File: src/hdl/lam_pkg.sv
/*
 lam_pkg: register indices, field positions, reset values and encodings of
 the logger alarm and mission control block.
 assumes: APB byte address is four times the register index.
*/
package lam_pkg;
	// register indices; byte address is index times four
	localparam logic [9:0] IDX_TEMP_LOW_LIMIT = 10'h208;
	localparam logic [9:0] IDX_TEMP_HIGH_LIMIT = 10'h209;
	localparam logic [9:0] IDX_HUMID_LOW_LIMIT = 10'h20a;
	localparam logic [9:0] IDX_HUMID_HIGH_LIMIT = 10'h20b;
	localparam logic [9:0] IDX_TEMP_RESULT_LOW = 10'h20c;
	localparam logic [9:0] IDX_TEMP_RESULT_HIGH = 10'h20d;
	localparam logic [9:0] IDX_HUMID_RESULT_LOW = 10'h20e;
	localparam logic [9:0] IDX_HUMID_RESULT_HIGH = 10'h20f;
	localparam logic [9:0] IDX_TEMP_ALARM_CONTROL = 10'h210;
	localparam logic [9:0] IDX_HUMID_ALARM_CONTROL = 10'h211;
	localparam logic [9:0] IDX_CLOCK_CONTROL = 10'h212;
	localparam logic [9:0] IDX_MISSION_CONTROL = 10'h213;
	localparam logic [9:0] IDX_ALARM_FLAGS = 10'h214;
	localparam logic [9:0] IDX_MISSION_STATUS = 10'h215;

	// alarm enable and flag bit positions
	localparam int BIT_LOW_ALARM = 0;
	localparam int BIT_HIGH_ALARM = 1;
	localparam int FLAG_TEMP_LOW = 0;
	localparam int FLAG_TEMP_HIGH = 1;
	localparam int FLAG_HUMID_LOW = 2;
	localparam int FLAG_HUMID_HIGH = 3;
	// clock control bits
	localparam int BIT_OSC_RUN = 0;
	localparam int BIT_FAST_UNITS = 1;
	// mission control bits
	localparam int BIT_TEMP_LOG = 0;
	localparam int BIT_HUMID_LOG = 1;
	localparam int BIT_TEMP_WIDE = 2;
	localparam int BIT_HUMID_WIDE = 3;
	localparam int BIT_WRAP_LOG = 4;
	localparam int BIT_ALARM_START = 5;
	// mission status bits
	localparam int BIT_STAT_ACTIVE = 1;
	localparam int BIT_STAT_WAITING = 4;

	// fixed read values of unused bits
	localparam logic [7:0] HUMID_CTL_FILL = 8'hfc;
	localparam logic [7:0] MISSION_CTL_FILL = 8'hc0;
	localparam logic [7:0] FLAGS_FILL = 8'h70;
	localparam logic [7:0] STATUS_FILL = 8'hc0;

	// reset values
	localparam logic [7:0] LIMIT_RST = 8'h00;
	localparam logic [1:0] ENABLE_RST = 2'h0;
	localparam logic [5:0] MISSION_CTL_RST = 6'h00;

	typedef enum {SEQ_IDLE, SEQ_T_HI, SEQ_T_LO, SEQ_H_HI, SEQ_H_LO} lam_seq_e;
endpackage : lam_pkg

File: src/hdl/lam_mission_ctl.sv
/*
 lam_mission_ctl: alarm thresholds, alarm flags, clock and mission control
 registers behind an APB slave, plus the log byte sequencer.
 assumes: a command decoder gives one-cycle command pulses, the converter
 gives one-cycle sample pulses with both results, and the log address
 logic reports a full log memory.
*/
`timescale 1ns/1ns

// Overview of operation
// in a humidity-logging mission the humidity high byte is always logged.
// the humidity low byte is logged only in 16-bit humidity format.
// humidity alarms compare only the humidity high byte.
// humidity thresholds compare against the raw uncorrected sensor value.
// enabled high temperature alarm: result >= limit sets its flag.
// enabled low temperature alarm: result <= limit sets its flag.
// enabled high humidity alarm: value >= limit sets its flag.
// enabled low humidity alarm: value <= limit sets its flag.
// humidity alarm control: bit1 high, bit0 low; bits 2..7 read one.
// temperature alarm and clock control bits 2..7 read zero.
// during a mission limits and control registers ignore writes.
// clock control bit 1 picks seconds (1) or minutes (0).
// clock control bit 0 runs the oscillator; zero stops it.
// forced conversion or mission start sets the oscillator bit.
// host clears the oscillator bit when idle, keeps it set otherwise.
// alarm start waits with 8-bit conversions; alarming sample logged first.
// samples taken while waiting for the alarm are not counted.
// alarm start works only with temperature logging enabled.
// wrap enabled: logging continues over the oldest data when full.
// no wrap and log full: logging and conversions stop, mission stays.
// mission control bit 3 picks 8- or 16-bit humidity log format.
// comparisons are unsigned bytes; alarm flags stay set until cleared.
module lam_mission_ctl
	import lam_pkg::*;
#(
	parameter int ADDR_W = 12
) (
	// clock and reset
	input wire logic mclk,
	input wire logic rst,
	// apb slave
	input wire logic psel,
	input wire logic penable,
	input wire logic pwrite,
	input wire logic [ADDR_W-1:0] paddr,
	input wire logic [31:0] pwdata,
	output logic [31:0] prdata,
	output logic pready,
	output logic pslverr,
	// command pulses
	input wire logic startMissionCmd,
	input wire logic stopMissionCmd,
	input wire logic forcedConvCmd,
	input wire logic clearMemoryCmd,
	// conversion results
	input wire logic sampleValid,
	input wire logic [15:0] sampleTemp,
	input wire logic [15:0] sampleHumid,
	// log memory
	input wire logic logFull,
	output logic logWrite,
	output logic [7:0] logData,
	output logic wrapLogEnable,
	output logic sampleCountInc,
	// clock and conversion control, mission state and alarm flags
	output logic oscRunEnable,
	output logic fastSampleUnits,
	output logic convEnable,
	output logic convNarrow,
	output logic missionActive,
	output logic [3:0] alarmFlags
);

	////////////////////////////////////////////////////////////////////////
	logic [7:0] tempLowLimit_r, tempHighLimit_r;
	logic [7:0] humidLowLimit_r, humidHighLimit_r;
	logic [15:0] tempResult_r, humidResult_r, capTemp_r, capHumid_r;
	logic [1:0] tempAlarmEn_r, humidAlarmEn_r, clockCtl_r;
	logic [5:0] missionCtl_r;
	logic [3:0] flags_r;
	logic missionActive_r, waiting_r, logStopped_r;
	logic [31:0] prdata_r;
	logic pready_r, pslverr_r, logWrite_r, sampleCountInc_r;
	logic convEnable_r, convNarrow_r;
	logic [7:0] logData_r;
	lam_seq_e seqState_r;

	logic [9:0] regIdx;
	logic aligned, wrEn, rdHit;
	logic [7:0] rdMux, wrByte;
	logic tHiHit, tLoHit, hHiHit, hLoHit, tempHit, missionSample;
	logic startOk, logAccept, haltLog;

	////////////////////////////////////////////////////////////////////////
	// apb decode
	assign regIdx = paddr[ADDR_W-1:2];
	assign aligned = (paddr[1:0] == 2'h0);
	assign wrByte = pwdata[7:0];
	// writes land only at the sampled completion edge
	assign wrEn = psel && penable && pready_r && pwrite && !pslverr_r;

	always_comb begin
		rdHit = aligned;
		rdMux = 8'h00;
		case (regIdx)
			IDX_TEMP_LOW_LIMIT: rdMux = tempLowLimit_r;
			IDX_TEMP_HIGH_LIMIT: rdMux = tempHighLimit_r;
			IDX_HUMID_LOW_LIMIT: rdMux = humidLowLimit_r;
			IDX_HUMID_HIGH_LIMIT: rdMux = humidHighLimit_r;
			IDX_TEMP_RESULT_LOW: rdMux = tempResult_r[7:0];
			IDX_TEMP_RESULT_HIGH: rdMux = tempResult_r[15:8];
			IDX_HUMID_RESULT_LOW: rdMux = humidResult_r[7:0];
			IDX_HUMID_RESULT_HIGH: rdMux = humidResult_r[15:8];
			// unused bits zero
			IDX_TEMP_ALARM_CONTROL: rdMux = {6'h00, tempAlarmEn_r};
			// unused bits one
			IDX_HUMID_ALARM_CONTROL: rdMux = HUMID_CTL_FILL | {6'h00, humidAlarmEn_r};
			IDX_CLOCK_CONTROL: rdMux = {6'h00, clockCtl_r};
			IDX_MISSION_CONTROL: rdMux = MISSION_CTL_FILL | {2'h0, missionCtl_r};
			IDX_ALARM_FLAGS: rdMux = FLAGS_FILL | {4'h0, flags_r};
			IDX_MISSION_STATUS: begin
				rdMux = STATUS_FILL;
				rdMux[BIT_STAT_ACTIVE] = missionActive_r;
				rdMux[BIT_STAT_WAITING] = waiting_r;
			end
			default: rdHit = 1'b0;
		endcase
	end

	// one wait-free access phase: answer prepared at the setup edge
	always_ff @(posedge mclk) begin
		if (rst) begin
			pready_r <= 1'b0;
			pslverr_r <= 1'b0;
			prdata_r <= 32'h00000000;
		end else if (psel && !penable) begin
			pready_r <= 1'b1;
			pslverr_r <= !rdHit;
			prdata_r <= {24'h000000, rdHit ? rdMux : 8'h00};
		end else begin
			pready_r <= 1'b0;
			pslverr_r <= 1'b0;
		end
	end

	////////////////////////////////////////////////////////////////////////
	// control registers
	always_ff @(posedge mclk) begin
		if (rst) begin
			tempLowLimit_r <= LIMIT_RST;
			tempHighLimit_r <= LIMIT_RST;
			humidLowLimit_r <= LIMIT_RST;
			humidHighLimit_r <= LIMIT_RST;
			tempAlarmEn_r <= ENABLE_RST;
			humidAlarmEn_r <= ENABLE_RST;
			missionCtl_r <= MISSION_CTL_RST;
		// locked while a mission runs
		end else if (wrEn && !missionActive_r) begin
			case (regIdx)
				IDX_TEMP_LOW_LIMIT: tempLowLimit_r <= wrByte;
				IDX_TEMP_HIGH_LIMIT: tempHighLimit_r <= wrByte;
				IDX_HUMID_LOW_LIMIT: humidLowLimit_r <= wrByte;
				IDX_HUMID_HIGH_LIMIT: humidHighLimit_r <= wrByte;
				// upper bits dropped
				IDX_TEMP_ALARM_CONTROL: tempAlarmEn_r <= wrByte[1:0];
				// only enable bits kept
				IDX_HUMID_ALARM_CONTROL: humidAlarmEn_r <= wrByte[1:0];
				IDX_MISSION_CONTROL: missionCtl_r <= wrByte[5:0];
				default: ;
			endcase
		end
	end

	// commands force the oscillator on, over any host write
	always_ff @(posedge mclk) begin
		if (rst) begin
			clockCtl_r <= ENABLE_RST;
		end else if (forcedConvCmd || startOk) begin
			clockCtl_r[BIT_OSC_RUN] <= 1'b1;
		end else if (wrEn && !missionActive_r && regIdx == IDX_CLOCK_CONTROL) begin
			// unit select and oscillator run
			clockCtl_r <= wrByte[1:0];
		end
	end

	////////////////////////////////////////////////////////////////////////
	// results and alarm comparisons
	always_ff @(posedge mclk) begin
		if (rst) begin
			tempResult_r <= 16'h0000;
			humidResult_r <= 16'h0000;
		end else if (sampleValid) begin
			tempResult_r <= sampleTemp;
			humidResult_r <= sampleHumid;
		end
	end

	assign missionSample = sampleValid && missionActive_r && !logStopped_r;
	// unsigned byte compare of the temperature high byte
	assign tHiHit = tempAlarmEn_r[BIT_HIGH_ALARM]
		&& (sampleTemp[15:8] >= tempHighLimit_r);
	assign tLoHit = tempAlarmEn_r[BIT_LOW_ALARM]
		&& (sampleTemp[15:8] <= tempLowLimit_r);
	// raw humidity high byte only
	// enabled humidity comparisons
	assign hHiHit = humidAlarmEn_r[BIT_HIGH_ALARM]
		&& (sampleHumid[15:8] >= humidHighLimit_r);
	assign hLoHit = humidAlarmEn_r[BIT_LOW_ALARM]
		&& (sampleHumid[15:8] <= humidLowLimit_r);
	assign tempHit = tHiHit || tLoHit;

	// sticky flags; a new alarm wins over the clear
	always_ff @(posedge mclk) begin
		if (rst) begin
			flags_r <= 4'h0;
		end else begin
			flags_r <= (clearMemoryCmd ? 4'h0 : flags_r)
				| ({hHiHit, hLoHit, tHiHit, tLoHit} & {4{missionSample}});
		end
	end

	////////////////////////////////////////////////////////////////////////
	// mission state
	assign startOk = startMissionCmd && !missionActive_r
		&& (missionCtl_r[BIT_TEMP_LOG] || missionCtl_r[BIT_HUMID_LOG]);
	// full log without wrap halts logging
	assign haltLog = missionSample && logFull && !missionCtl_r[BIT_WRAP_LOG];
	// waiting samples other than the alarming one are neither logged nor counted
	// a full log with wrap keeps accepting
	assign logAccept = missionSample && !haltLog && (seqState_r == SEQ_IDLE)
		&& (!waiting_r || tempHit);

	always_ff @(posedge mclk) begin
		if (rst) begin
			missionActive_r <= 1'b0;
			logStopped_r <= 1'b0;
		end else if (startOk) begin
			missionActive_r <= 1'b1;
			logStopped_r <= 1'b0;
		end else begin
			// mission stays active until stopped
			if (stopMissionCmd)
				missionActive_r <= 1'b0;
			if (haltLog)
				logStopped_r <= 1'b1;
		end
	end

	// waiting survives a stop; it ends with the alarm or is reloaded by the next mission start
	always_ff @(posedge mclk) begin
		if (rst) begin
			waiting_r <= 1'b0;
		end else if (startOk) begin
			// alarm start needs temperature logging
			waiting_r <= missionCtl_r[BIT_ALARM_START]
				&& missionCtl_r[BIT_TEMP_LOG];
		end else if (missionSample && tempHit) begin
			waiting_r <= 1'b0;
		end
	end

	always_ff @(posedge mclk) begin
		if (rst) begin
			convEnable_r <= 1'b0;
			convNarrow_r <= 1'b0;
			sampleCountInc_r <= 1'b0;
		end else begin
			// conversions end with a halted log
			convEnable_r <= missionActive_r && !logStopped_r && !haltLog;
			// narrow conversions while waiting
			convNarrow_r <= waiting_r;
			// only logged samples count
			sampleCountInc_r <= logAccept;
		end
	end

	////////////////////////////////////////////////////////////////////////
	// log byte sequencer; most significant byte goes first
	always_ff @(posedge mclk) begin
		if (rst) begin
			capTemp_r <= 16'h0000;
			capHumid_r <= 16'h0000;
		end else if (logAccept) begin
			capTemp_r <= sampleTemp;
			capHumid_r <= sampleHumid;
		end
	end

	always_ff @(posedge mclk) begin
		if (rst) begin
			seqState_r <= SEQ_IDLE;
			logWrite_r <= 1'b0;
			logData_r <= 8'h00;
		end else begin
			logWrite_r <= 1'b0;
			case (seqState_r)
				SEQ_IDLE: begin
					if (logAccept)
						seqState_r <= missionCtl_r[BIT_TEMP_LOG] ? SEQ_T_HI : SEQ_H_HI;
				end
				SEQ_T_HI: begin
					logWrite_r <= 1'b1;
					logData_r <= capTemp_r[15:8];
					if (missionCtl_r[BIT_TEMP_WIDE])
						seqState_r <= SEQ_T_LO;
					else if (missionCtl_r[BIT_HUMID_LOG])
						seqState_r <= SEQ_H_HI;
					else
						seqState_r <= SEQ_IDLE;
				end
				SEQ_T_LO: begin
					logWrite_r <= 1'b1;
					logData_r <= capTemp_r[7:0];
					seqState_r <= missionCtl_r[BIT_HUMID_LOG] ? SEQ_H_HI : SEQ_IDLE;
				end
				// humidity high byte always stored
				SEQ_H_HI: begin
					logWrite_r <= 1'b1;
					logData_r <= capHumid_r[15:8];
					// low byte only in wide format
					seqState_r <= missionCtl_r[BIT_HUMID_WIDE] ? SEQ_H_LO : SEQ_IDLE;
				end
				SEQ_H_LO: begin
					logWrite_r <= 1'b1;
					logData_r <= capHumid_r[7:0];
					seqState_r <= SEQ_IDLE;
				end
				default: seqState_r <= SEQ_IDLE;
			endcase
		end
	end

	////////////////////////////////////////////////////////////////////////
	assign prdata = prdata_r;
	assign pready = pready_r;
	assign pslverr = pslverr_r;
	assign logWrite = logWrite_r;
	assign logData = logData_r;
	assign wrapLogEnable = missionCtl_r[BIT_WRAP_LOG];
	assign sampleCountInc = sampleCountInc_r;
	assign oscRunEnable = clockCtl_r[BIT_OSC_RUN];
	assign fastSampleUnits = clockCtl_r[BIT_FAST_UNITS];
	assign convEnable = convEnable_r;
	assign convNarrow = convNarrow_r;
	assign missionActive = missionActive_r;
	assign alarmFlags = flags_r;
endmodule : lam_mission_ctl

File: config.mk
export PLATFORM = sky130hd
export DESIGN_NAME = lam_mission_ctl
export DESIGN_NICKNAME = d
export VERILOG_FILES = /design/src/hdl/lam_pkg.sv /design/src/hdl/lam_mission_ctl.sv
export SDC_FILE = /design/constraint.sdc
export NUM_CORES = 1
export LEC_CHECK = 0
export BUFFER_PORTS_ARGS = -buffer_cell sky130_fd_sc_hd__buf_2
export CAP_MARGIN = 20
export CORE_AREA = 2 2 119 121
export DETAILED_ROUTE_END_ITERATION = 12
export DIE_AREA = 0 0 121 123
export PLACE_DENSITY = 0.77
export SYNTH_ARGS = -nofsm -noshare
export SYNTH_HDL_FRONTEND = slang
export SYNTH_SLANG_ARGS = --single-unit
File: constraint.sdc
create_clock -name mclk -period 2.5 [get_ports mclk]
set_input_delay 0.5 -clock mclk [delete_from_list [all_inputs] [get_ports mclk]]
set_output_delay 0.5 -clock mclk [all_outputs]
set_load 0.03 [all_outputs]
# --- Word-level counts from Yosys, hierarchy flattened ---
# Index checks and enable logic that the tools add are counted.
word_totals:
  latchBits: 0
  romBits: 0
  mem_bits_rw: 0
  out_inout_bits: 54
  memories: 0
  register_bits: 169
op_classes:
  reduce_logical: 55
  bitwise: 4
  n_addsub: 0
  mul: 0
  n_div: 0
  order_cmp: 4
  mux: 19
  eq_ne: 19
  n_shift: 0
op_table:
  columns: ["op", "count"]
  rows:
  - ["10-bit equality test (second input constant)", 14]
  - ["32-bit one-hot mux with 4 select lines", 1]
  - ["8-bit one-hot mux with 14 select lines", 1]
  - ["32-bit by 2-bit equality test with 1-bit output (second input constant)", 2]
  - ["32-bit zero test", 2]
  - ["32-bit by 1-bit equality test with 1-bit output (second input constant)", 1]
  - ["32-bit by 3-bit equality test with 1-bit output (second input constant)", 1]
  - ["32-bit 2-to-1 mux", 1]
  - ["8-bit one-hot mux with 4 select lines", 1]
  - ["1-bit logical AND", 24]
  - ["8-bit greater-or-equal comparator", 2]
  - ["8-bit <= comparator", 2]
  - ["2-bit AND reduction", 8]
  - ["14-bit OR reduction", 1]
  - ["1-bit 2-to-1 mux", 9]
  - ["1-bit zero test", 8]
  - ["8-bit 2-to-1 mux", 1]
  - ["2-bit 2-to-1 mux", 3]
  - ["2-bit nonzero test", 3]
  - ["4-bit AND", 1]
  - ["1-bit logical OR", 4]
  - ["4-bit 2-to-1 mux", 1]
  - ["4-bit OR", 1]
  - ["4-bit nonzero test", 1]
  - ["other kinds (6)", 8]

# --- Logic depth before layout (Yosys ltp) ---
# Gate-level depths: netlist of the first run.
depth:
  word_depth: 10
  depth_mapped: 10
  depth_no_buf: 8

# --- Worst setup path after synthesis of the first run ---
# No wires, ideal clock.
synth_timing:
  kind: "in2reg"
  startpoint: "input sampleTemp[15]"
  endpoint: "register capHumid_r[0]"
  path_buffers: 2
  cell_stages: 9
  required_time_ns: 2.381
  arrival_time_ns: 2.213
  setup_slack_ns: 0.168
  cell_sequence: "ha_1 and3_4 a221o_1 a22oi_4 o2111ai_2 and4b_1 buf_6 buf_8 mux2i_1"
synth_via:
  elab_chain_len: 5
  elab_cells_between_ends: 7
synth_lines:
  columns: ["item", "line", "rtl"]
  rows:
  - ["start: declaration", "lam_mission_ctl.sv:57", "input wire logic [15:0] sampleTemp,"]
  - ["8-bit greater-or-equal comparator / 8-bit <= comparator (equally long branches)", "lam_mission_ctl.sv:201, lam_mission_ctl.sv:203", null]
  - ["1-bit logical AND, on equally long branches", "lam_mission_ctl.sv:201, lam_mission_ctl.sv:203", null]
  - ["1-bit logical OR (*)", "lam_mission_ctl.sv:210", "assign tempHit = tHiHit || tLoHit;"]
  - ["1-bit logical OR (*)", "lam_mission_ctl.sv:231", "&& (!waiting_r || tempHit);"]
  - ["1-bit logical AND (*)", "lam_mission_ctl.sv:231", null]
  - ["end signal: assignment", "lam_mission_ctl.sv:285", "capHumid_r <= sampleHumid;"]
  - ["end: declaration", "lam_mission_ctl.sv:77", "logic [15:0] tempResult_r, humidResult_r, capTemp_r, capHumid_r;"]
# Every way passes the cells marked *; elsewhere a longest branch is shown, timed or not.
# A chain may end at the register's enable or synchronous reset.

# --- Worst setup path after layout of the first run ---
layout_timing:
  startpoint: "register tempHighLimit_r[7]"
  endpoint: "register capTemp_r[12]"
layout_via:
  elab_chain_len: 5
layout_lines:
  columns: ["item", "line", "rtl"]
  rows:
  - ["start: declaration", "lam_mission_ctl.sv:75", "logic [7:0] tempLowLimit_r, tempHighLimit_r;"]
  - ["start signal: assignment", "lam_mission_ctl.sv:161", "IDX_TEMP_HIGH_LIMIT: tempHighLimit_r <= wrByte;"]
  - ["8-bit greater-or-equal comparator", "lam_mission_ctl.sv:201", "&& (sampleTemp[15:8] >= tempHighLimit_r);"]
  - ["1-bit logical AND", "lam_mission_ctl.sv:201", null]
  - ["1-bit logical OR", "lam_mission_ctl.sv:210", null]
  - ["1-bit logical OR", "lam_mission_ctl.sv:231", null]
  - ["1-bit logical AND", "lam_mission_ctl.sv:231", null]
  - ["end signal: assignment", "lam_mission_ctl.sv:284", "capTemp_r <= sampleTemp;"]
  - ["end: declaration", "lam_mission_ctl.sv:77", null]
# Every way passes these cells.

==> results of run 1 <==
through the flow:
stage	setup TNS (ps)	cells	total power, W	area, um2	hold WS (ps)
after floorplan	0	844	0.00265	7530	423
after CTS	0	1108	0.00531	8680	289
final	0	1109	0.00530	8680	292
after global routing	0	1108	0.00547	8680	321
after detailed placement	-1070	1078	0.00280	8090	450
after global placement	0	1078	0.00280	8090	443
registers in the layout (all words and copies together), names as in the netlist, 2 cells and up:
| register | flops |
|---|---|
| alarmFlags | 4 |
| missionCtl_r | 6 |
| humidAlarmEn_r | 2 |
| tempResult_r | 16 |
| clockCtl_r | 2 |
| capTemp_r | 16 |
| capHumid_r | 16 |
| humidHighLimit_r | 8 |
| logData | 8 |
| tempHighLimit_r | 8 |
| prdata | 8 |
| tempAlarmEn_r | 2 |
| humidResult_r | 16 |
| humidLowLimit_r | 8 |
| tempLowLimit_r | 8 |
| seqState_r | 3 |
synth_stat cells (2+ instances only):
cell type,instances,area [um2]
mux2_2,4,45.0
inv_1,38,143
mux2i_1,110,1100
a221o_1,8,80.1
nand3b_1,5,37.5
nand2_1,39,146
a22o_1,12,105
o21ai_0,26,130
and2_1,4,25.0
buf_2,6,30.0
buf_8,3,45.0
a2111oi_0,2,17.5
xor2_1,2,17.5
nor2b_1,18,113
buf_1,6,22.5
a31oi_1,5,31.3
dfxtp_1,140,2800
mux4_2,6,135
nor2_1,88,330
a32oi_1,2,17.5
and4b_1,2,20.0
ha_1,32,400
nand2b_1,70,438
o22ai_1,4,25.0
nand4_1,4,25.0
o221ai_1,4,35.0
nor4_1,2,12.5
nor3b_1,5,37.5
nand4b_1,2,17.5
nand3_1,23,115
a211oi_1,4,30.0
buf_4,26,195
o21a_1,3,22.5
a21oi_1,38,190
a22oi_1,6,45.0
nor3_1,10,50.1
clkbuf_1,32,120
and3_1,4,25.0
a221oi_1,2,17.5
cell type report:
cell class,instances,share of cell area [%]
Inverter,38,1.64
Clock inverter,12,1.71
Clock buffer,18,5.06
Antenna cell,1,0.0288
Tap cell,180,2.59
Multi-Input combinational cell,592,48.0
Timing Repair Buffer,128,8.73
Sequential cell,140,32.3
worst min-delay path by stage:
stage	startpoint	endpoint	depth (start not counted)
floorplan	missionCtl_r[3]	seqState_r[2]	2
global placement	prdata[7]	prdata[7]	2
detailed placement	tempLowLimit_r[3]	tempLowLimit_r[3]	2
CTS	penable	pready	2
global route	penable	pready	2
finish	penable	pready	2
layer usage:
metal  track usage [%]  part of all wire [%]
met1              38.3                    44
met2              43.3                    46
met3              6.09                   7.2
met4              10.5                   2.5
met5                 0                     0
power by group:
part           internal (W)  switching, W  total, W
Clock               0.00157      0.000963   0.00254
Sequential          0.00226     0.0000250   0.00229
Combinational      0.000176      0.000299  0.000475
kinds of logic after synthesis:
kind of cell | synth area share [%]
multiplexers | 17.2
AND/OR/NAND/NOR | 19.9
XOR/XNOR | 0.235
AO/OA/AOI/OAI | 11.9
other | 0.0504
buffers and inverters | 7.61
flip-flops | 37.6
adder cells (fa/ha/maj) | 5.38
worst register-to-register path, delay by kind of cell (launching register included):
| family | cells | cell delay (ps) |
|---|---|---|
| compound gates | 3 | 710 |
| simple gates | 2 | 460 |
| flops | 1 | 360 |
| fa+ha+maj | 1 | 290 |
| buf+inv | 2 | 250 |
| mux | 1 | 160 |
==> flow_metrics.env, run 1 <==
export IMPL_path_clk_slew_ps=60
export IMPL_dp_hpwl_um=14900
export IMPL_grt_first_pass_wirelength_um=31600
export IMPL_initial_core_util_pct=54.7
export IMPL_num_rows=43
export IMPL_io_pins=141
export IMPL_critPathBufInv=2
export IMPL_drtIter0Drc=612
export IMPL_cts_tree="built"
export IMPL_critPathLaunchType="flop"
export IMPL_io_buffer_count=92
export IMPL_critPathCapture="capTemp_r[12]"
export IMPL_post_cts_resized=0
export IMPL_slew_headroom_pct=59.3
export IMPL_endpoint_kind="flop"
export IMPL_cp_max_fo=27
export IMPL_worstPathRequired_ps=2800
export IMPL_cts_inserted_buffers=17
export IMPL_max_freq_ghz=0.425
export IMPL_ys_seq_area_share_pct=37.6
export IMPL_cap_violations=0
export IMPL_mostFrequentLayoutCells="dfxtp_1 (140), mux2i_1 (110), buf_2 (91), nor2_1 (88), nand2b_1 (70)"
export IMPL_core_area_mm2=0.0136
export IMPL_nets=1036
export IMPL_netlist_area_mm2=0.00745
export IMPL_synth_cells=821
export IMPL_gp_congestion=0.947
export IMPL_ys_flop_type="dfxtp_1"
export IMPL_reg2reg_depth=9
export IMPL_path_cells="inv_1 > ha_1 > and3_4 > a221o_1 > a22oi_4 > o2111ai_2 > and4b_2 > buf_12 > mux2i_1"
export IMPL_syn_avg_cell_area_um2=9.07
export IMPL_antenna_found_initial=1
export IMPL_powerDensity_mw_per_mm2=610
export IMPL_grt_ovfl_total=0
export IMPL_setup_violations=0
export IMPL_rsz0062_at_grt="false"
export IMPL_criticalPathCategory="flop to flop"
export IMPL_cp_arrival_ps=2650
export IMPL_synth_async_reset_ratio_pct=0
export IMPL_multi_input_area_mm2=0.00417
export IMPL_drtAntennaViolNets=0
export IMPL_worst_slew_pin_slew_ps=611
export IMPL_grt_max_degree=48
export IMPL_worst_clock_skew_ps=16.1
export IMPL_routed_wl_um=20300
export IMPL_cts_max_level=4
export IMPL_cpLargestDelayFamily="compound AO/OA/AOI/OAI gates"
export IMPL_ir_worst_vdd_v=0.000506
export IMPL_cts_root_buf="clkbuf_16"
export IMPL_firstDrtPassIters=5
export IMPL_regArea_mm2=0.00280
export IMPL_fin_crit_sh_pct=94.1
export IMPL_insertion_delay_ps=430
export IMPL_grt_pass1_vias=5802
export IMPL_min_period_ps=2350
export IMPL_hp_class="input port to flop"
export IMPL_areaGrowthSynthToFinish_pct=16.6
export IMPL_clk_path_buf_depth=2
export IMPL_r2r_start="tempHighLimit_r[7]"
export IMPL_fillers=1176
export IMPL_cp_slowest_stage_delay_ps=380
export IMPL_ys_seq_elements=140
export IMPL_dieArea_mm2=0.0149
export IMPL_final_util_pct=63.8
export IMPL_vias=6314
export IMPL_cts_hold_buf=0
export IMPL_fp_dieW_um=121
export IMPL_cts_setup_buffers=0
export IMPL_r2r_end="capTemp_r[12]"
export IMPL_final_common_cell="dfxtp_1"
export IMPL_grt_usage_pct=27.9
export IMPL_pre_cts_ws_ps=-76.5
export IMPL_ys_warn_count=0
export IMPL_drc=0
export IMPL_critical_path_slowest_cell="a221o_1"
export IMPL_wire_per_inst_um=18.3
export IMPL_synth_edff_count=0
export IMPL_r2r_setup_slack_ps=150
export IMPL_setup_worst_path_start="tempHighLimit_r[7]"
export IMPL_status="completed"
export IMPL_viasPerCell=5.69
export IMPL_cp_depth=9
export IMPL_ys_types=63
export IMPL_p_leak_nw=3.54
export IMPL_fin_ws_ps=146
export IMPL_cts_sinks=140
export IMPL_drive_gt1_share_pct=19.1
export IMPL_hold_viol=0
export IMPL_die_height_um=123
export IMPL_maxSlewViolCount=0
No activity file was read; power rests on OpenSTA's default activity.
==> run 2, diff against run 1 <==
--- a/config.mk
+++ b/config.mk
@@ -7,10 +7,10 @@
 export LEC_CHECK = 0
 export BUFFER_PORTS_ARGS = -buffer_cell sky130_fd_sc_hd__buf_2
 export CAP_MARGIN = 20
-export CORE_AREA = 2 2 119 121
+export CORE_AREA = 2 2 115 117
 export DETAILED_ROUTE_END_ITERATION = 12
-export DIE_AREA = 0 0 121 123
-export PLACE_DENSITY = 0.77
+export DIE_AREA = 0 0 117 119
+export PLACE_DENSITY = 0.82
 export SYNTH_ARGS = -nofsm -noshare
 export SYNTH_HDL_FRONTEND = slang
 export SYNTH_SLANG_ARGS = --single-unit
==> constraint.sdc (replaced) <==
create_clock -name mclk -period 2.99 [get_ports mclk]
set_input_delay 0.598 -clock mclk [delete_from_list [all_inputs] [get_ports mclk]]
set_output_delay 0.598 -clock mclk [all_outputs]
set_load 0.03 [all_outputs]
==> run 2 against run 1 <==
  * Largest cell class unchanged
  * Critical path type unchanged
  * Non-clock buffer count shrank 19
  * Worst hold slack gained 110 ps
  * Critical endpoint is now capHumid_r[9]
  * Critical path depth is the same
  * Final area shrank 2.1%
  * Combinational power shrank 19%
  * Worst setup slack gained 470 ps
==> flow_metrics.env, run 2 (synthesis gave the netlist of run 1 again) <==
export IMPL_grt_pass1_vias=5957
export IMPL_pre_cts_ws_ps=275
export IMPL_status="completed"
export IMPL_cp_max_fo=32
export IMPL_stdcell_area_mm2=0.00850
export IMPL_hold_viol=0
export IMPL_drtIter0Drc=706
export IMPL_setup_violations=0
export IMPL_worst_clock_skew_ps=9.40
export IMPL_cts_inserted_buffers=17
export IMPL_cts_tree="built"
export IMPL_maxSlewViolCount=0
export IMPL_io_buffer_count=92
export IMPL_core_area_mm2=0.0129
export IMPL_p_leak_nw=3.43
export IMPL_drive_gt1_share_pct=17.0
export IMPL_fin_ws_ps=612
export IMPL_antenna_found_initial=0
export IMPL_vias=6203
export IMPL_criticalPathCategory="flop to flop"
export IMPL_cpLargestDelayFamily="compound AO/OA/AOI/OAI gates"
export IMPL_min_period_ps=2380
export IMPL_dpl_cell_area_mm2=0.00795
export IMPL_drc=0
export IMPL_critPathBufInv=2
export IMPL_grt_usage_pct=29.2
export IMPL_cts_hold_buf=0
export IMPL_hp_class="input port to flop"
export IMPL_clk_path_buf_depth=2
export IMPL_diodes=0
export IMPL_initial_core_util_pct=57.8
export IMPL_cp_arrival_ps=2690
export IMPL_ir_worst_vdd_v=0.000462
export IMPL_cts_max_level=4
export IMPL_dp_hpwl_um=14100
export IMPL_grt_first_pass_wirelength_um=30900
export IMPL_cts_sinks=140
export IMPL_final_util_pct=66.0
export IMPL_nets=1017
export IMPL_io_pins=141
export IMPL_critPathLaunchType="flop"
export IMPL_setup_tns_ps=0
export IMPL_cap_violations=0
export IMPL_mostFrequentLayoutCells="dfxtp_1 (140), mux2i_1 (110), buf_2 (91), nor2_1 (88), nand2b_1 (70)"
export IMPL_fin_crit_sh_pct=79.5
export IMPL_grt_ovfl_total=0
export IMPL_drtAntennaViolNets=0
export IMPL_dieArea_mm2=0.0139
export IMPL_post_cts_resized=0
export IMPL_cts_setup_buffers=0
export IMPL_slew_headroom_pct=48.1
export IMPL_cp_slowest_stage_delay_ps=380
export IMPL_areaGrowthSynthToFinish_pct=14.2
export IMPL_worstPathRequired_ps=3300
export IMPL_wire_per_inst_um=18.1
export IMPL_max_freq_ghz=0.421
export IMPL_endpoint_kind="flop"
export IMPL_die_height_um=119
export IMPL_holdWs_ps=401
export IMPL_num_rows=42
export IMPL_cts_root_buf="clkbuf_16"
export IMPL_rsz0062_at_grt="false"
export IMPL_critical_path_slowest_cell="a221o_1"
export IMPL_routed_wl_um=19700
export IMPL_path_clk_slew_ps=60
export IMPL_worst_slew_pin_slew_ps=777
export IMPL_grt_max_degree=86
export IMPL_insertion_delay_ps=440
export IMPL_fp_dieW_um=117
export IMPL_path_cells="inv_1 > ha_1 > and3_4 > a221o_1 > a22oi_4 > o2111ai_2 > and4b_2 > buf_12 > mux2i_1"
export IMPL_firstDrtPassIters=6
export IMPL_powerDensity_mw_per_mm2=510
export IMPL_final_common_cell="dfxtp_1"
export IMPL_viasPerCell=5.72
export IMPL_gp_congestion=0.950
[run 2: report_power, final]
| group | switching, W | internal [W] | total, W |
|---|---|---|---|
| Sequential | 0.0000202 | 0.00189 | 0.00191 |
| Combinational | 0.000246 | 0.000139 | 0.000385 |
| Clock | 0.000782 | 0.00125 | 0.00203 |
[run 2: worst paths after layout]
| kind | slack [ps] | depth (start not counted) | from | end |
|---|---|---|---|---|
| setup / recovery | 610 | 9 | tempHighLimit_r[7] | capHumid_r[9] |
| hold / removal | 400 | 2 | penable | pready |
| setup reg to reg | 610 | 9 | tempHighLimit_r[7] | capHumid_r[9] |
| hold reg to reg | 460 | 2 | tempLowLimit_r[3] | tempLowLimit_r[3] |
[run 2: through the flow]
step	total power [W]	cells
CTS	0.00434	1084
global placement	0.00232	1055
global route	0.00446	1084
floorplan	0.00221	844
detailed placement	0.00233	1055
finish	0.00433	1084
[run 2: area by class of cell]
type,count,area (um2)
fillers,1035,4370
multi-input cells,592,4170
flip-flops and latches,140,2800
repair buffers,109,616
clock buffers,22,464
well taps,176,220
inverters,38,143
clock inverters,7,92.6
[run 2: routing by layer]
metal	global-route usage [%]	part of all wire, %
met5	0	0
met2	44.4	46
met1	39.5	43
met3	7.38	8.3
met4	11.8	2.9
==> run 3, diff against run 2 <==
--- a/config.mk
+++ b/config.mk
@@ -7,10 +7,10 @@
 export LEC_CHECK = 0
 export BUFFER_PORTS_ARGS = -buffer_cell sky130_fd_sc_hd__buf_2
 export CAP_MARGIN = 20
-export CORE_AREA = 2 2 115 117
+export CORE_AREA = 2 2 124 126
 export DETAILED_ROUTE_END_ITERATION = 12
-export DIE_AREA = 0 0 117 119
-export PLACE_DENSITY = 0.82
+export DIE_AREA = 0 0 126 128
+export PLACE_DENSITY = 0.75
 export SYNTH_ARGS = -nofsm -noshare
 export SYNTH_HDL_FRONTEND = slang
 export SYNTH_SLANG_ARGS = --single-unit
==> constraint.sdc (replaced) <==
create_clock -name mclk -period 2 [get_ports mclk]
set_input_delay 0.4 -clock mclk [delete_from_list [all_inputs] [get_ports mclk]]
set_output_delay 0.4 -clock mclk [all_outputs]
set_load 0.03 [all_outputs]
==> run 3 against run 2 <==
  * The flow now finishes with violations (negative setup slack)
  * Largest power group unchanged
  * Combinational power rose by 65%
  * Global-route usage fell by 2.8 points
  * Final area rose by 8.1%
  * First-iteration DRC count fell by 5.7%
  * Largest cell class unchanged
  * Total power rose by 48%
  * Clock power rose by 44%
==> flow_metrics.env, run 3 (synthesis gave the netlist of run 1 again) <==
export IMPL_firstDrtPassIters=5
export IMPL_num_rows=45
export IMPL_status="finished with violations"
export IMPL_grt_ovfl_total=0
export IMPL_r2r_setup_slack_ps=-210
export IMPL_drive_gt1_share_pct=24.3
export IMPL_critical_path_slowest_cell="a221o_1"
export IMPL_maxSlewViolCount=0
export IMPL_powerDensity_mw_per_mm2=699
export IMPL_cp_slowest_stage_delay_ps=380
export IMPL_hold_viol=0
export IMPL_reg2reg_depth=9
export IMPL_setup_violations=32
export IMPL_fin_ws_ps=-206
export IMPL_drc=0
export IMPL_io_pins=141
export IMPL_core_area_mm2=0.0149
export IMPL_path_clk_slew_ps=60
export IMPL_final_util_pct=61.8
export IMPL_drtIter0Drc=666
export IMPL_vias=6445
export IMPL_drtAntennaViolNets=0
export IMPL_wire_per_inst_um=18.2
export IMPL_cp_max_fo=6
export IMPL_fp_dieW_um=126
export IMPL_setup_tns_ps=-5920
export IMPL_nets=1084
export IMPL_grt_first_pass_wirelength_um=32600
export IMPL_cts_max_level=4
export IMPL_path_cells="inv_2 > ha_4 > and3_4 > a221o_1 > a22oi_4 > o2111ai_4 > and4b_4 > clkbuf_16 > mux2i_1"
export IMPL_final_common_cell="dfxtp_1"
export IMPL_viasPerCell=5.53
export IMPL_hold_depth=2
export IMPL_cap_violations=0
export IMPL_p_leak_nw=3.80
export IMPL_pre_cts_ws_ps=-402
export IMPL_fin_crit_sh_pct=110
export IMPL_mostFrequentLayoutCells="dfxtp_1 (136), mux2i_1 (110), buf_2 (91), nor2_1 (88), buf_4 (73)"
export IMPL_hp_class="input port to flop"
export IMPL_clk_path_buf_depth=2
export IMPL_diodes=0
export IMPL_slew_headroom_pct=56.5
export IMPL_cts_root_buf="clkbuf_16"
export IMPL_critPathLaunchType="flop"
export IMPL_grt_max_degree=64
export IMPL_violations="negative setup slack"
export IMPL_gp_congestion=0.949
export IMPL_cp_arrival_ps=2520
export IMPL_die_height_um=128
export IMPL_worst_slew_pin_slew_ps=652
export IMPL_dp_hpwl_um=15800
export IMPL_cts_sinks=140
export IMPL_worstPathRequired_ps=2320
export IMPL_grt_pass1_vias=6105
export IMPL_max_freq_ghz=0.453
export IMPL_cp_depth=9
export IMPL_routed_wl_um=21200
export IMPL_initial_core_util_pct=50.1
export IMPL_cts_hold_buf=0
export IMPL_min_period_ps=2210
export IMPL_critPathBufInv=2
export IMPL_ir_worst_vdd_v=0.000614
export IMPL_dieArea_mm2=0.0161
export IMPL_design_power_total_w=0.00643
export IMPL_criticalPathCategory="flop to flop"
export IMPL_endpoint_kind="flop"
export IMPL_cts_inserted_buffers=17
export IMPL_areaGrowthSynthToFinish_pct=23.4
export IMPL_worst_clock_skew_ps=7.41
export IMPL_cpLargestDelayFamily="compound AO/OA/AOI/OAI gates"
export IMPL_antenna_found_initial=0
export IMPL_rsz0062_at_grt="true"
export IMPL_insertion_delay_ps=430
export IMPL_cts_tree="built"
export IMPL_io_buffer_count=92
export IMPL_grt_usage_pct=26.3
run 3: layout make-up:
type                            instances  area, um2
Clock buffer                           20        447
Clock inverter                         11       96.3
Fill cell                            1298       5670
Inverter                               38        143
Multi-Input combinational cell        592       4230
Sequential cell                       140       2810
Tap cell                              188        235
Timing Repair Buffer                  176       1230
run 3: what timing repair did:
action,4_1_cts,5_1_grt
pin swaps,1,9
setup buffers,0,3
setup endpoints to repair,32,32
resized for setup,5,10
cloned,0,3
run 3: stage by stage:
stage               instance area (um2)  hold slack [ps]  instances
floorplan                          7570              423        844
global placement                   8520              432       1128
detailed placement                 8520              447       1128
CTS                                9070              186       1159
global route                       9190              210       1165
finish                             9190              194       1165
run 3: final timing paths:
kind	from	endpoint
worst min-delay path	penable	pready
worst max register to register	tempHighLimit_r[6]	capTemp_r[7]
worst min register to register	tempLowLimit_r[3]	tempLowLimit_r[3]
worst max-delay path	tempHighLimit_r[6]	capTemp_r[7]
run 3: metal layers:
metal / routed length (um) / vias up / global-route usage, % / part of all wire (%)
met5: 0 / - / 0 / 0
met4: 426 / 0 / 9.57 / 2.0
met3: 1340 / 34 / 5.59 / 6.3
met2: 10100 / 225 / 41.7 / 48
met1: 9310 / 3071 / 35.7 / 44
li1: - / 3115 / - / -
run 3: power breakdown:
| part | internal (W) | total, W | switching [W] | leakage, nW |
|---|---|---|---|---|
| Sequential | 0.00283 | 0.00286 | 0.0000301 | 1.14 |
| Combinational | 0.000249 | 0.000635 | 0.000386 | 2.40 |
| Clock | 0.00173 | 0.00293 | 0.00120 | 0.266 |
